$ cat src/qsm_pkg.sv
package qsm_pkg;
    localparam int unsigned ADDR_W = 16;
    localparam int unsigned DATA_W = 8;
    localparam int unsigned MAP_W = 3;
    localparam int unsigned PRIO_W = 4;
    localparam int unsigned MAP_N = 6;

    localparam logic [15:0] OFF_MAP_3A_3B = 16'h035D;
    localparam logic [15:0] OFF_MAP_3C_3D = 16'h035E;
    localparam logic [15:0] OFF_MAP_3E_3F = 16'h035F;
    localparam logic [15:0] OFF_MIRROR_SNOOP = 16'h0370;
    localparam logic [15:0] OFF_WRED_COLOUR = 16'h0378;
    localparam logic [15:0] OFF_PTP_EVENT = 16'h037C;
    localparam logic [15:0] OFF_PTP_GENERAL = 16'h037D;

    localparam logic [5:0] DSCP_FIRST = 6'h3A;
    localparam int unsigned MAP_LO_POS = 0;
    localparam int unsigned MAP_HI_POS = 4;
    localparam logic [2:0] MAP_RESET = 3'h0;

    localparam int unsigned IPV4_EN_POS = 6;
    localparam int unsigned MLD_SEL_POS = 3;
    localparam int unsigned IPV6_EN_POS = 2;
    localparam int unsigned MIRROR_AND_POS = 0;

    localparam int unsigned RED_POS = 4;
    localparam int unsigned YELLOW_POS = 2;
    localparam int unsigned GREEN_POS = 0;
    localparam logic [1:0] RED_RESET = 2'h3;
    localparam logic [1:0] YELLOW_RESET = 2'h2;
    localparam logic [1:0] GREEN_RESET = 2'h1;

    localparam int unsigned PTP_OVR_POS = 7;
    localparam int unsigned PTP_PRIO_POS = 0;
    localparam logic [3:0] PTP_PRIO_RESET = 4'hF;

    localparam logic [7:0] NH_HOP_BY_HOP = 8'h00;
    localparam logic [7:0] NH_ICMP4 = 8'h01;
    localparam logic [7:0] NH_ICMP6 = 8'h3A;
    localparam logic [7:0] NH_ROUTING = 8'h2B;
    localparam logic [7:0] NH_FRAGMENT = 8'h2C;
    localparam logic [7:0] NH_ESP = 8'h32;
    localparam logic [7:0] NH_AUTH = 8'h33;
    localparam logic [7:0] NH_DEST_OPT = 8'h3C;

    localparam logic [7:0] READ_UNMAPPED = 8'h00;
endpackage

$ cat src/qsm_cfg_if.sv
`timescale 1ns/1ps
interface qsm_cfg_if;
    import qsm_pkg::*;
    logic [MAP_N-1:0][MAP_W-1:0] dscp_map;
    logic ipv4_group_snoop_en;
    logic ipv6_listener_snoop_en;
    logic mld_criteria_select;
    logic mirror_and_mode;
    logic ptp_event_ovr;
    logic [PRIO_W-1:0] ptp_event_prio;
    logic ptp_general_ovr;
    logic [PRIO_W-1:0] ptp_general_prio;

    modport cfg_src (
        output dscp_map, ipv4_group_snoop_en, ipv6_listener_snoop_en,
        output mld_criteria_select, mirror_and_mode,
        output ptp_event_ovr, ptp_event_prio, ptp_general_ovr, ptp_general_prio
    );
    modport cfg_use (
        input dscp_map, ipv4_group_snoop_en, ipv6_listener_snoop_en,
        input mld_criteria_select, mirror_and_mode,
        input ptp_event_ovr, ptp_event_prio, ptp_general_ovr, ptp_general_prio
    );
endinterface

$ cat src/qsm_top.sv
`timescale 1ns/1ps
module qsm_top (
    input wire logic clock,
    input wire logic resetn,
    input wire logic [qsm_pkg::ADDR_W-1:0] reg_addr,
    input wire logic [qsm_pkg::DATA_W-1:0] reg_wdata,
    input wire logic reg_wr,
    input wire logic reg_rd,
    output logic [qsm_pkg::DATA_W-1:0] reg_rdata,
    input wire logic cls_valid,
    input wire logic [5:0] cls_dscp,
    input wire logic [qsm_pkg::PRIO_W-1:0] cls_qos_prio,
    input wire logic cls_ptp_event,
    input wire logic cls_ptp_general,
    input wire logic cls_is_igmp,
    input wire logic cls_is_ipv6,
    input wire logic [7:0] cls_next_hdr,
    input wire logic [7:0] cls_hbh_next_hdr,
    input wire logic cls_src_match,
    input wire logic cls_dst_match,
    output logic res_valid,
    output logic [qsm_pkg::PRIO_W-1:0] res_prio,
    output logic res_dscp_hit,
    output logic res_to_host,
    output logic res_mirror,
    output logic [1:0] wred_red_dscp,
    output logic [1:0] wred_yellow_dscp,
    output logic [1:0] wred_green_dscp
);
    import qsm_pkg::*;

    logic [MAP_N-1:0][MAP_W-1:0] dscp_map_ff;
    logic ipv4_snoop_ff;
    logic ipv6_snoop_ff;
    logic mld_sel_ff;
    logic mirror_and_ff;
    logic ptp_evt_ovr_ff;
    logic [PRIO_W-1:0] ptp_evt_prio_ff;
    logic ptp_gen_ovr_ff;
    logic [PRIO_W-1:0] ptp_gen_prio_ff;
    logic [DATA_W-1:0] nxt_rdata;
    logic [PRIO_W-1:0] nxt_prio;
    logic nxt_dscp_hit;
    logic nxt_to_host;
    logic nxt_mirror;
    logic wr_map0;
    logic wr_map1;
    logic wr_map2;
    logic wr_snoop;
    logic wr_wred;
    logic wr_ptp_evt;
    logic wr_ptp_gen;

    qsm_cfg_if cfg_bus ();

    assign cfg_bus.dscp_map = dscp_map_ff;
    assign cfg_bus.ipv4_group_snoop_en = ipv4_snoop_ff;
    assign cfg_bus.ipv6_listener_snoop_en = ipv6_snoop_ff;
    assign cfg_bus.mld_criteria_select = mld_sel_ff;
    assign cfg_bus.mirror_and_mode = mirror_and_ff;
    assign cfg_bus.ptp_event_ovr = ptp_evt_ovr_ff;
    assign cfg_bus.ptp_event_prio = ptp_evt_prio_ff;
    assign cfg_bus.ptp_general_ovr = ptp_gen_ovr_ff;
    assign cfg_bus.ptp_general_prio = ptp_gen_prio_ff;

    qsm_prio_sel u_prio (
        .dscp(cls_dscp),
        .qos_prio(cls_qos_prio),
        .ptp_event(cls_ptp_event),
        .ptp_general(cls_ptp_general),
        .cfg(cfg_bus),
        .prio(nxt_prio),
        .dscp_hit(nxt_dscp_hit)
    );

    qsm_snoop_mirror u_snoop (
        .is_igmp(cls_is_igmp),
        .is_ipv6(cls_is_ipv6),
        .next_hdr(cls_next_hdr),
        .hbh_next_hdr(cls_hbh_next_hdr),
        .src_match(cls_src_match),
        .dst_match(cls_dst_match),
        .cfg(cfg_bus),
        .to_host(nxt_to_host),
        .mirror(nxt_mirror)
    );

    // Write decode
    always_comb begin
        wr_map0 = 1'b0;
        wr_map1 = 1'b0;
        wr_map2 = 1'b0;
        wr_snoop = 1'b0;
        wr_wred = 1'b0;
        wr_ptp_evt = 1'b0;
        wr_ptp_gen = 1'b0;
        if (!reg_wr) begin
            wr_map0 = 1'b0;
        end else if (reg_addr == OFF_MAP_3A_3B) begin
            wr_map0 = 1'b1;
        end else if (reg_addr == OFF_MAP_3C_3D) begin
            wr_map1 = 1'b1;
        end else if (reg_addr == OFF_MAP_3E_3F) begin
            wr_map2 = 1'b1;
        end else if (reg_addr == OFF_MIRROR_SNOOP) begin
            wr_snoop = 1'b1;
        end else if (reg_addr == OFF_WRED_COLOUR) begin
            wr_wred = 1'b1;
        end else if (reg_addr == OFF_PTP_EVENT) begin
            wr_ptp_evt = 1'b1;
        end else if (reg_addr == OFF_PTP_GENERAL) begin
            wr_ptp_gen = 1'b1;
        end
    end

    // Reserved bits have no storage, so writes there vanish
    always_ff @(posedge clock) begin
        if (!resetn) begin
            for (int i = 0; i < MAP_N; i++) begin
                dscp_map_ff[i] <= MAP_RESET;
            end
        end else if (wr_map0) begin
            dscp_map_ff[0] <= reg_wdata[MAP_LO_POS +: MAP_W];
            dscp_map_ff[1] <= reg_wdata[MAP_HI_POS +: MAP_W];
        end else if (wr_map1) begin
            dscp_map_ff[2] <= reg_wdata[MAP_LO_POS +: MAP_W];
            dscp_map_ff[3] <= reg_wdata[MAP_HI_POS +: MAP_W];
        end else if (wr_map2) begin
            dscp_map_ff[4] <= reg_wdata[MAP_LO_POS +: MAP_W];
            dscp_map_ff[5] <= reg_wdata[MAP_HI_POS +: MAP_W];
        end
    end

    always_ff @(posedge clock) begin
        if (!resetn) begin
            ipv4_snoop_ff <= 1'b0;
            ipv6_snoop_ff <= 1'b0;
            mld_sel_ff <= 1'b0;
            mirror_and_ff <= 1'b0;
        end else if (wr_snoop) begin
            ipv4_snoop_ff <= reg_wdata[IPV4_EN_POS];
            ipv6_snoop_ff <= reg_wdata[IPV6_EN_POS];
            mld_sel_ff <= reg_wdata[MLD_SEL_POS];
            mirror_and_ff <= reg_wdata[MIRROR_AND_POS];
        end
    end

    // Colour values drive the queue manager straight from storage
    always_ff @(posedge clock) begin
        if (!resetn) begin
            wred_red_dscp <= RED_RESET;
            wred_yellow_dscp <= YELLOW_RESET;
            wred_green_dscp <= GREEN_RESET;
        end else if (wr_wred) begin
            wred_red_dscp <= reg_wdata[RED_POS +: 2];
            wred_yellow_dscp <= reg_wdata[YELLOW_POS +: 2];
            wred_green_dscp <= reg_wdata[GREEN_POS +: 2];
        end
    end

    always_ff @(posedge clock) begin
        if (!resetn) begin
            ptp_evt_ovr_ff <= 1'b0;
            ptp_evt_prio_ff <= PTP_PRIO_RESET;
            ptp_gen_ovr_ff <= 1'b0;
            ptp_gen_prio_ff <= PTP_PRIO_RESET;
        end else begin
            if (wr_ptp_evt) begin
                ptp_evt_ovr_ff <= reg_wdata[PTP_OVR_POS];
                ptp_evt_prio_ff <= reg_wdata[PTP_PRIO_POS +: PRIO_W];
            end
            if (wr_ptp_gen) begin
                ptp_gen_ovr_ff <= reg_wdata[PTP_OVR_POS];
                ptp_gen_prio_ff <= reg_wdata[PTP_PRIO_POS +: PRIO_W];
            end
        end
    end

    // Read mux; reserved positions are constant zero
    always_comb begin
        nxt_rdata = READ_UNMAPPED;
        if (reg_addr == OFF_MAP_3A_3B) begin
            nxt_rdata = {1'b0, dscp_map_ff[1], 1'b0, dscp_map_ff[0]};
        end else if (reg_addr == OFF_MAP_3C_3D) begin
            nxt_rdata = {1'b0, dscp_map_ff[3], 1'b0, dscp_map_ff[2]};
        end else if (reg_addr == OFF_MAP_3E_3F) begin
            nxt_rdata = {1'b0, dscp_map_ff[5], 1'b0, dscp_map_ff[4]};
        end else if (reg_addr == OFF_MIRROR_SNOOP) begin
            nxt_rdata = {1'b0, ipv4_snoop_ff, 2'h0, mld_sel_ff, ipv6_snoop_ff,
                1'b0, mirror_and_ff};
        end else if (reg_addr == OFF_WRED_COLOUR) begin
            nxt_rdata = {2'h0, wred_red_dscp, wred_yellow_dscp, wred_green_dscp};
        end else if (reg_addr == OFF_PTP_EVENT) begin
            nxt_rdata = {ptp_evt_ovr_ff, 3'h0, ptp_evt_prio_ff};
        end else if (reg_addr == OFF_PTP_GENERAL) begin
            nxt_rdata = {ptp_gen_ovr_ff, 3'h0, ptp_gen_prio_ff};
        end
    end

    // Data stand only in the cycle after the strobe
    always_ff @(posedge clock) begin
        if (!resetn) begin
            reg_rdata <= 8'h00;
        end else if (reg_rd) begin
            reg_rdata <= nxt_rdata;
        end else begin
            reg_rdata <= 8'h00;
        end
    end

    // Classification uses settings as of the request cycle
    always_ff @(posedge clock) begin
        if (!resetn) begin
            res_valid <= 1'b0;
            res_prio <= 4'h0;
            res_dscp_hit <= 1'b0;
            res_to_host <= 1'b0;
            res_mirror <= 1'b0;
        end else begin
            res_valid <= cls_valid;
            if (cls_valid) begin
                res_prio <= nxt_prio;
                res_dscp_hit <= nxt_dscp_hit;
                res_to_host <= nxt_to_host;
                res_mirror <= nxt_mirror;
            end
        end
    end

    // Extended set spelled out apart from the matcher, so the check stays independent
    logic ext_crit_hit;
    assign ext_crit_hit = cls_next_hdr == NH_FRAGMENT
        || cls_next_hdr == NH_ESP || cls_next_hdr == NH_AUTH
        || cls_next_hdr == NH_ROUTING || cls_next_hdr == NH_DEST_OPT
        || (cls_next_hdr == NH_HOP_BY_HOP && cls_hbh_next_hdr == NH_DEST_OPT)
        || (cls_next_hdr == NH_HOP_BY_HOP && cls_hbh_next_hdr == NH_ROUTING)
        || (cls_next_hdr == NH_HOP_BY_HOP && cls_hbh_next_hdr == NH_FRAGMENT)
        || (cls_next_hdr == NH_HOP_BY_HOP && cls_hbh_next_hdr == NH_ESP)
        || (cls_next_hdr == NH_HOP_BY_HOP && cls_hbh_next_hdr == NH_AUTH);
endmodule

$ cat src/qsm_prio_sel.sv
`timescale 1ns/1ps
module qsm_prio_sel (
    input wire logic [5:0] dscp,
    input wire logic [qsm_pkg::PRIO_W-1:0] qos_prio,
    input wire logic ptp_event,
    input wire logic ptp_general,
    qsm_cfg_if.cfg_use cfg,
    output logic [qsm_pkg::PRIO_W-1:0] prio,
    output logic dscp_hit
);
    import qsm_pkg::*;
    logic [5:0] dscp_off;
    logic [2:0] map_idx;

    assign dscp_off = dscp - DSCP_FIRST;
    assign map_idx = dscp_off[2:0];
    // Only code points 0x3A..0x3F live in this bank
    assign dscp_hit = (dscp >= DSCP_FIRST);

    always_comb begin
        prio = qos_prio;
        if (dscp_hit) begin
            prio = {1'b0, cfg.dscp_map[map_idx]};
        end
        // Event override checked first if a frame claims both kinds
        if (ptp_event && cfg.ptp_event_ovr) begin
            prio = cfg.ptp_event_prio;
        end else if (ptp_general && cfg.ptp_general_ovr) begin
            prio = cfg.ptp_general_prio;
        end
    end
endmodule

$ cat src/qsm_snoop_mirror.sv
`timescale 1ns/1ps
module qsm_snoop_mirror (
    input wire logic is_igmp,
    input wire logic is_ipv6,
    input wire logic [7:0] next_hdr,
    input wire logic [7:0] hbh_next_hdr,
    input wire logic src_match,
    input wire logic dst_match,
    qsm_cfg_if.cfg_use cfg,
    output logic to_host,
    output logic mirror
);
    import qsm_pkg::*;
    logic nh_hit;
    logic hbh_hit;
    logic mld_match;

    function automatic logic crit_hit(input logic sel, input logic [7:0] nh);
        if (sel) begin
            crit_hit = (nh == NH_ROUTING) || (nh == NH_FRAGMENT) || (nh == NH_ESP)
                || (nh == NH_AUTH) || (nh == NH_DEST_OPT);
        end else begin
            crit_hit = (nh == NH_ICMP4) || (nh == NH_ICMP6);
        end
    endfunction

    assign nh_hit = crit_hit(cfg.mld_criteria_select, next_hdr);
    assign hbh_hit = crit_hit(cfg.mld_criteria_select, hbh_next_hdr);
    assign mld_match = is_ipv6 && (nh_hit || ((next_hdr == NH_HOP_BY_HOP) && hbh_hit));

    always_comb begin
        to_host = (is_igmp && cfg.ipv4_group_snoop_en)
            || (mld_match && cfg.ipv6_listener_snoop_en);
        if (cfg.mirror_and_mode) begin
            mirror = src_match && dst_match;
        end else begin
            mirror = src_match || dst_match;
        end
    end
endmodule

$ cat config.mk
export PLATFORM = sky130hd
export DESIGN_NAME = qsm_top
export DESIGN_NICKNAME = d
export VERILOG_FILES = /design/src/qsm_pkg.sv /design/src/qsm_cfg_if.sv /design/src/qsm_top.sv /design/src/qsm_prio_sel.sv /design/src/qsm_snoop_mirror.sv
export SDC_FILE = /design/constraint.sdc
export NUM_CORES = 1
export LEC_CHECK = 0
export ABC_CLOCK_PERIOD_IN_PS = 2600
export BUFFER_PORTS_ARGS = -buffer_cell sky130_fd_sc_hd__buf_2
export CAP_MARGIN = 20
export CORE_UTILIZATION = 50
export DETAILED_ROUTE_END_ITERATION = 8
export PLACE_DENSITY = 0.77
export REMOVE_ABC_BUFFERS = 1
export SYNTH_ARGS = -nofsm -noshare
export SYNTH_HDL_FRONTEND = slang
export SYNTH_SLANG_ARGS = --single-unit
$ cat constraint.sdc
create_clock -name clock -period 2.6 [get_ports clock]
set_clock_uncertainty 0.2 [all_clocks]
set_input_delay 0.26 -clock clock [delete_from_list [all_inputs] [get_ports clock]]
set_output_delay 0.26 -clock clock [all_outputs]
set_load 0.03 [all_outputs]
==> run_results.csv, run 1 <==
group,metric,value,unit
detailed_routing,postRouteAntennaNets,0,
logic_synthesis,ys_ff_latch,54,
timing,setup_viol_count_final,0,
logic_synthesis,synth_top_area_cell,"dfxtp_1",
detailed_routing,post_drt_wl_per_cell,15.9,µm
logic_synthesis,syn_area_per_cell,8.74,µm²
logic_synthesis,synth_area_leaders,"dfxtp_1 (38%), mux2_2 (6.3%), mux2i_1 (5.6%)",
flow_run,drv_cap,0,
timing,whs,36.0,ps
logic_synthesis,synth.most_common_cell,"dfxtp_1",
clock_network,ctsResizeCount,0,
logic_synthesis,syn-cell-area,2870,µm²
timing,final-hold-violation-count,0,
timing,fmax,448,MHz
clock_network,clk_transition_reported_paths,90,ps
global_route,gr-usage-all-layers,0.260,
detailed_routing,drt-initial-drc-count,199,
clock_network,clock_sinks,54,
floorplan,die_y,77.7,µm
placed_design,routabilityCongestion,0.901,
global_route,grt_pass1_wl,12.4,mm
timing,worst_pin_slew,478,ps
detailed_routing,totalWireLength,7.68,mm
logic_synthesis,synth_compound_area_frac,0.199,
layout,final_layout_size_suffix_gt1_frac,0.305,
floorplan,core,5510,µm²
detailed_routing,detail_route.first_pass.iterations,5,
clock_network,ctsHoldBuffers,3,
logic_synthesis,yosysWarnings,0,
floorplan,initial_core_util,0.520,
timing,rsz0062_at_grt,"no",
layout,design_area,3500,µm²
layout,nets,471,
worst_setup_path,ff2ff_setup_slack,1090,ps
worst_setup_path,crit_type,"input pin to register",
floorplan,die_width,77.7,µm
timing,report.final.slew_viol_count,0,
floorplan,die_area,6040,µm²
clock_network,cts_root_buf,"clkbuf_8",
worst_setup_path,worstPathRequired,2570,ps
timing,period_share,0.859,
worst_setup_path,critPathMaxFanout,12,
power,powerDensity,459,nW/µm²
logic_synthesis,synthArstFlopShare,0,
placed_design,place_inst,472,
logic_synthesis,syn-instance-count,328,
worst_setup_path,end_kind,"register",
logic_synthesis,ys_seq_area_frac,0.377,
global_route,grt_overflow_total,0,
placed_design,place_area,3350,µm²
layout,antenna_cells,0,
placed_design,dp_hpwl,5.72,mm
clock_network,cts_made_buffers,5,
worst_setup_path,crit_path_start_kind,"input pin",
global_route,grt_max_degree,54,
detailed_routing,vias_per_cell,5.85,
placed_design,port_buffers,82,
floorplan,ios,83,
clock_network,cts_tree,"built",
clock_network,postCtsSetupRepairBufs,0,
timing,slew_headroom,0.681,
layout,final_cells,482,
logic_synthesis,synth_top_family_by_area,"simple AND/OR/NAND/NOR gates",
floorplan,row_count,27,
logic_synthesis,synth_edf_count,0,
timing,fin_tns_setup,0,ps
worst_hold_path,hp-class,"input pin to register",
worst_setup_path,crit_arrival,2200,ps
logic_synthesis,synth-xor-area-share,0,
timing,period_needed,2230,ps
logic_synthesis,ys_top_cells_by_count,"dfxtp_1 (54), nand2_1 (34), nand3_1 (28)",
global_route,grt_pass1_vias,2572,
clock_network,clock_path_buffers,2,
logic_synthesis,synth-adder-area-share,0,
logic_synthesis,synth_ff_type,"dfxtp_1",
clock_network,clk_latency,310,ps
clock_network,h-tree-depth,2,
detailed_routing,vias,2819,
detailed_routing,drc,0,
power,p_total,1610,µW
power,irDropWorstVdd,0.000253,V
global_route,antenna_found_initial,0,
logic_synthesis,synth_top_area_frac,0.377,
status,status,"finished, final reports clean",
logic_synthesis,synthSimpleGateAreaFrac,0.269,
logic_synthesis,ys_types,50,
logic_synthesis,synth.area.mux_share,0.119,
layout,area_delta_synth_final,22.0,%
power,cellLeakagePower,0.00148,µW
==> per-layer routing <==
metal | global-route usage | vias to the layer above | share of wire
met5 | 0 | - | 0
met4 | 0.0604 | 0 | 0.0069
met3 | 0.0459 | 4 | 0.053
met2 | 0.432 | 89 | 0.47
li1 | - | 1387 | -
met1 | 0.351 | 1339 | 0.47
==> worst paths after layout <==
path / from / endpoint / cells past startpoint
max: reg_addr[15] / cfg_bus.dscp_map[12] / 7
min: cls_qos_prio[2] / res_prio[2] / 3
max reg2reg: cfg_bus.ptp_general_prio[2] / reg_rdata[2] / 3
min reg2reg: cfg_bus.dscp_map[8] / cfg_bus.dscp_map[8] / 2
==> per-stage QoR <==
stage / setup slack [ps] / util
after CTS: 375 / 0.635
after global placement: 184 / 0.609
final: 368 / 0.635
after floorplan: 99.3 / -
after detailed placement: 65.3 / 0.609
after global routing: 213 / 0.635
==> kinds of logic (layout without fill, tap and decap cells) <==
| family | Yosys count | after routing |
|---|---|---|
| buffers and inverters | 24 | 106 |
| muxes | 32 | 32 |
| and+or+nand+nor | 133 | 133 |
| AOI/OAI and AO/OA | 85 | 85 |
| DFF | 54 | 54 |
==> placed cells by master (no fill, tap or decap), types with 2 or more instances in the layout <==
cell type,count
a32oi_1,4
a221o_1,2
a21boi_0,6
nor3_1,3
a22o_1,2
buf_4,10
a221oi_1,3
nor4_1,4
nor2b_1,13
nand3_1,28
or4bb_1,2
clkbuf_8,6
dfxtp_1,54
nand4b_1,2
a22oi_1,8
dlygate4sd3_1,3
or4_1,2
buf_2,82
a211oi_1,6
or4_4,2
o21ai_0,20
o211ai_1,4
inv_1,4
nor4_4,5
a31oi_1,4
mux2i_1,16
mux2_2,16
a21oi_1,14
nand2_1,34
nor2_1,23
nand4_1,3
and2_1,3
a21o_1,4
==> state kept, by name, indices dropped and copies added, names as in the netlist <==
register / flops
cfg_bus.ptp_event_ovr: 1
cfg_bus.ptp_event_prio: 4
wred_red_dscp: 2
wred_green_dscp: 2
cfg_bus.dscp_map: 18
cfg_bus.ipv6_listener_snoop_en: 1
res_dscp_hit: 1
cfg_bus.ptp_general_ovr: 1
res_to_host: 1
cfg_bus.ipv4_group_snoop_en: 1
cfg_bus.mld_criteria_select: 1
cfg_bus.mirror_and_mode: 1
reg_rdata: 8
res_valid: 1
res_prio: 4
wred_yellow_dscp: 2
cfg_bus.ptp_general_prio: 4
res_mirror: 1
==> final cells by class <==
type                    count  area, µm²
clock buffers               6       82.6
clock inverters             1       30.0
fillers                   474       2010
inverters                   4       15.0
multi-input cells         250       1680
flip-flops and latches     54       1080
well taps                  72       90.1
repair buffers             95        515
==> where the power goes <==
| part | leakage, µW | internal, µW | total (µW) | switching (µW) |
|---|---|---|---|---|
| Combinational | 0.000981 | 78.8 | 193 | 115 |
| Clock | 0.0000573 | 309 | 576 | 268 |
| Sequential | 0.000437 | 834 | 837 | 2.97 |
| Total | 0.00148 | 1220 | 1610 | 385 |
==> critical path, cell delays in order <==
cell	delay, ps
buf_2	100
or4bb_1	490
buf_4	210
nor4_4	430
nand3_1	410
nand3_1	200
o21ai_0	110
Power figures use the tool's default switching activity.
==> run 2, diff against run 1 <==
Settings changed: ABC_AREA from default to 1, CELL_PAD_IN_SITES_DETAIL_PLACEMENT from default to 1, CELL_PAD_IN_SITES_GLOBAL_PLACEMENT from default to 1, CORE_UTILIZATION 50 to 36, PLACE_DENSITY 0.77 to default, PLACE_DENSITY_LB_ADDON from default to 0.1.
==> run_results.csv, run 2 <==
group,metric,value,unit
detailed_routing,postRouteAntennaNets,0,
floorplan,ios,83,
logic_synthesis,syn-instance-count,463,
detailed_routing,drc,0,
detailed_routing,post_drt_wl_per_cell,14.7,µm
detailed_routing,detail_route.first_pass.iterations,4,
global_route,antenna_found_initial,0,
detailed_routing,totalWireLength,9.56,mm
layout,n_fill_cell,1096,
floorplan,die_width,92.8,µm
global_route,grt_overflow_total,0,
logic_synthesis,synth_edf_count,0,
logic_synthesis,synth_top_area_cell,"dfxtp_1",
detailed_routing,vias_per_cell,5.12,
timing,final-hold-violation-count,0,
logic_synthesis,syn-cell-area,2970,µm²
worst_setup_path,crit_type,"input pin to register",
layout,final_layout_size_suffix_gt1_frac,0.208,
floorplan,die_y,92.8,µm
worst_setup_path,ff2ff_setup_slack,1150,ps
placed_design,dp_hpwl,7.75,mm
logic_synthesis,synth.most_common_cell,"nand2_1",
timing,slew_headroom,0.537,
logic_synthesis,syn_area_per_cell,6.41,µm²
worst_setup_path,reg2regPathDepth,10,
worst_setup_path,crit_path_start_kind,"input pin",
power,powerDensity,451,nW/µm²
global_route,grt_pass1_vias,3338,
clock_network,cts_root_buf,"clkbuf_8",
timing,period_share,0.621,
worst_setup_path,critPathMaxFanout,17,
logic_synthesis,synth_ff_type,"dfxtp_1",
layout,antenna_cells,0,
worst_setup_path,r2r-start,"cfg_bus.dscp_map[15]",
layout,multiInputGateArea,1590,µm²
worst_hold_path,whs_path_depth,3,
floorplan,die_area,8610,µm²
logic_synthesis,ys_seq_area_frac,0.364,
detailed_routing,drt-initial-drc-count,107,
logic_synthesis,yosysWarnings,0,
worst_hold_path,hold_path_end,"wred_green_dscp[1]",
global_route,grt_pass1_wl,16.0,mm
timing,worst_pin_slew,689,ps
clock_network,ctsResizeCount,0,
clock_network,cts_tree,"built",
timing,setup_viol_count_final,0,
clock_network,clock_sinks,54,
status,status,"finished, final reports clean",
global_route,gr-usage-all-layers,0.236,
layout,mostFrequentLayoutCell,"nand2_1",
detailed_routing,vias,3327,
logic_synthesis,synth_area_leaders,"dfxtp_1 (36%), nand2_1 (16%), inv_1 (7.7%)",
global_route,grt_max_degree,19,
logic_synthesis,synthArstFlopShare,0,
clock_network,ctsHoldBuffers,1,
logic_synthesis,synth_top_area_frac,0.364,
placed_design,place_ws,674,ps
worst_hold_path,hp-class,"input pin to register",
clock_network,clock_path_buffers,2,
floorplan,row_count,32,
clock_network,clk_transition_reported_paths,100,ps
clock_network,postCtsSetupRepairBufs,0,
logic_synthesis,ys_ff_latch,54,
flow_run,drv_cap,0,
placed_design,routabilityCongestion,0.838,
worst_setup_path,crit_arrival,1670,ps
timing,rsz0062_at_grt,"no",
layout,nets,608,
layout,final_util,0.460,
placed_design,port_buffers,82,
floorplan,initial_core_util,0.378,
logic_synthesis,ys_types,30,
timing,fmax,619,MHz
worst_setup_path,r2r_end,"res_prio[0]",
timing,report.final.slew_viol_count,0,
timing,fin_tns_setup,0,ps
floorplan,core,7850,µm²
clock_network,cts_made_buffers,5,
power,irDropWorstVdd,0.000255,V
clock_network,clk_latency,310,ps
layout,final_cell_mix,"nand2_1 (128), buf_2 (82), inv_1 (61)",
logic_synthesis,ys_top_cells_by_count,"nand2_1 (128), inv_1 (61), dfxtp_1 (54), nor2_1 (54), nand3_1 (36)",
worst_setup_path,worstPathRequired,2650,ps
power,cellLeakagePower,0.00174,µW
timing,postLayoutSetupSlackWorst,985,ps
worst_hold_path,min_from,"reg_wdata[1]",
layout,largest_reg_flops,18,
timing,period_needed,1620,ps
layout,area_delta_synth_final,21.7,%
worst_setup_path,end_kind,"register",
clock_network,h-tree-depth,2,
timing,whs,16.5,ps
layout,seqCellArea,1080,µm²
[run 2: kinds of logic (layout without fill, tap and decap cells)]
kind of cell | after synthesis | in the layout | synth area share
adders and majority gates | 1 | 1 | 0.00337
DFF | 54 | 54 | 0.364
AOI/OAI and AO/OA | 79 | 79 | 0.151
and+or+nand+nor | 254 | 254 | 0.383
buffers and inverters | 75 | 160 | 0.0990
[run 2: worst max-delay path: stages]
cell and delay [ps]:
buf_2 100, nor2_1 110, nand2_1 90, nor2_4 200
buf_4 280, nand3_1 230, clkinv_1 180, nand2_1 100
a21oi_1 120
[run 2: cell type report]
cell class | count | share of cell area
clock inverter | 3 | 0.0135
timing repair buffer | 86 | 0.123
clock buffer | 5 | 0.0190
multi-input combinational | 334 | 0.441
tap | 102 | 0.0353
inverter | 66 | 0.0693
sequential | 54 | 0.299
[run 2: per-stage QoR]
step	power, µW	std cells	cell area (µm²)
finish	1630	650	3610
floorplan	941	454	2930
detailed placement	1050	641	3490
global placement	1040	641	3490
CTS	1650	650	3610
global route	1710	650	3610
[run 2: routing by layer]
metal	global-route usage	share of wire
met5	0	0
met1	0.299	0.46
met2	0.411	0.49
met3	0.0328	0.033
met4	0.0782	0.022
[run 2: worst max-delay path by stage]
stage | start | to | slack [ps] | depth (start not counted)
after detailed placement | reg_addr[13] | cfg_bus.ipv6_listener_snoop_en | 670 | 9
after global routing | reg_addr[15] | cfg_bus.ipv4_group_snoop_en | 790 | 9
after floorplan | reg_addr[11] | reg_rdata[0] | 810 | 10
after CTS | reg_addr[15] | cfg_bus.ipv4_group_snoop_en | 990 | 9
final | reg_addr[15] | cfg_bus.mirror_and_mode | 980 | 9
after global placement | reg_addr[11] | cfg_bus.mirror_and_mode | 710 | 9
[run 2: report_power, final]
part,switching [µW],internal (µW)
Sequential,3.25,835
Clock,307,294
Combinational,123,67.9
Total,434,1200
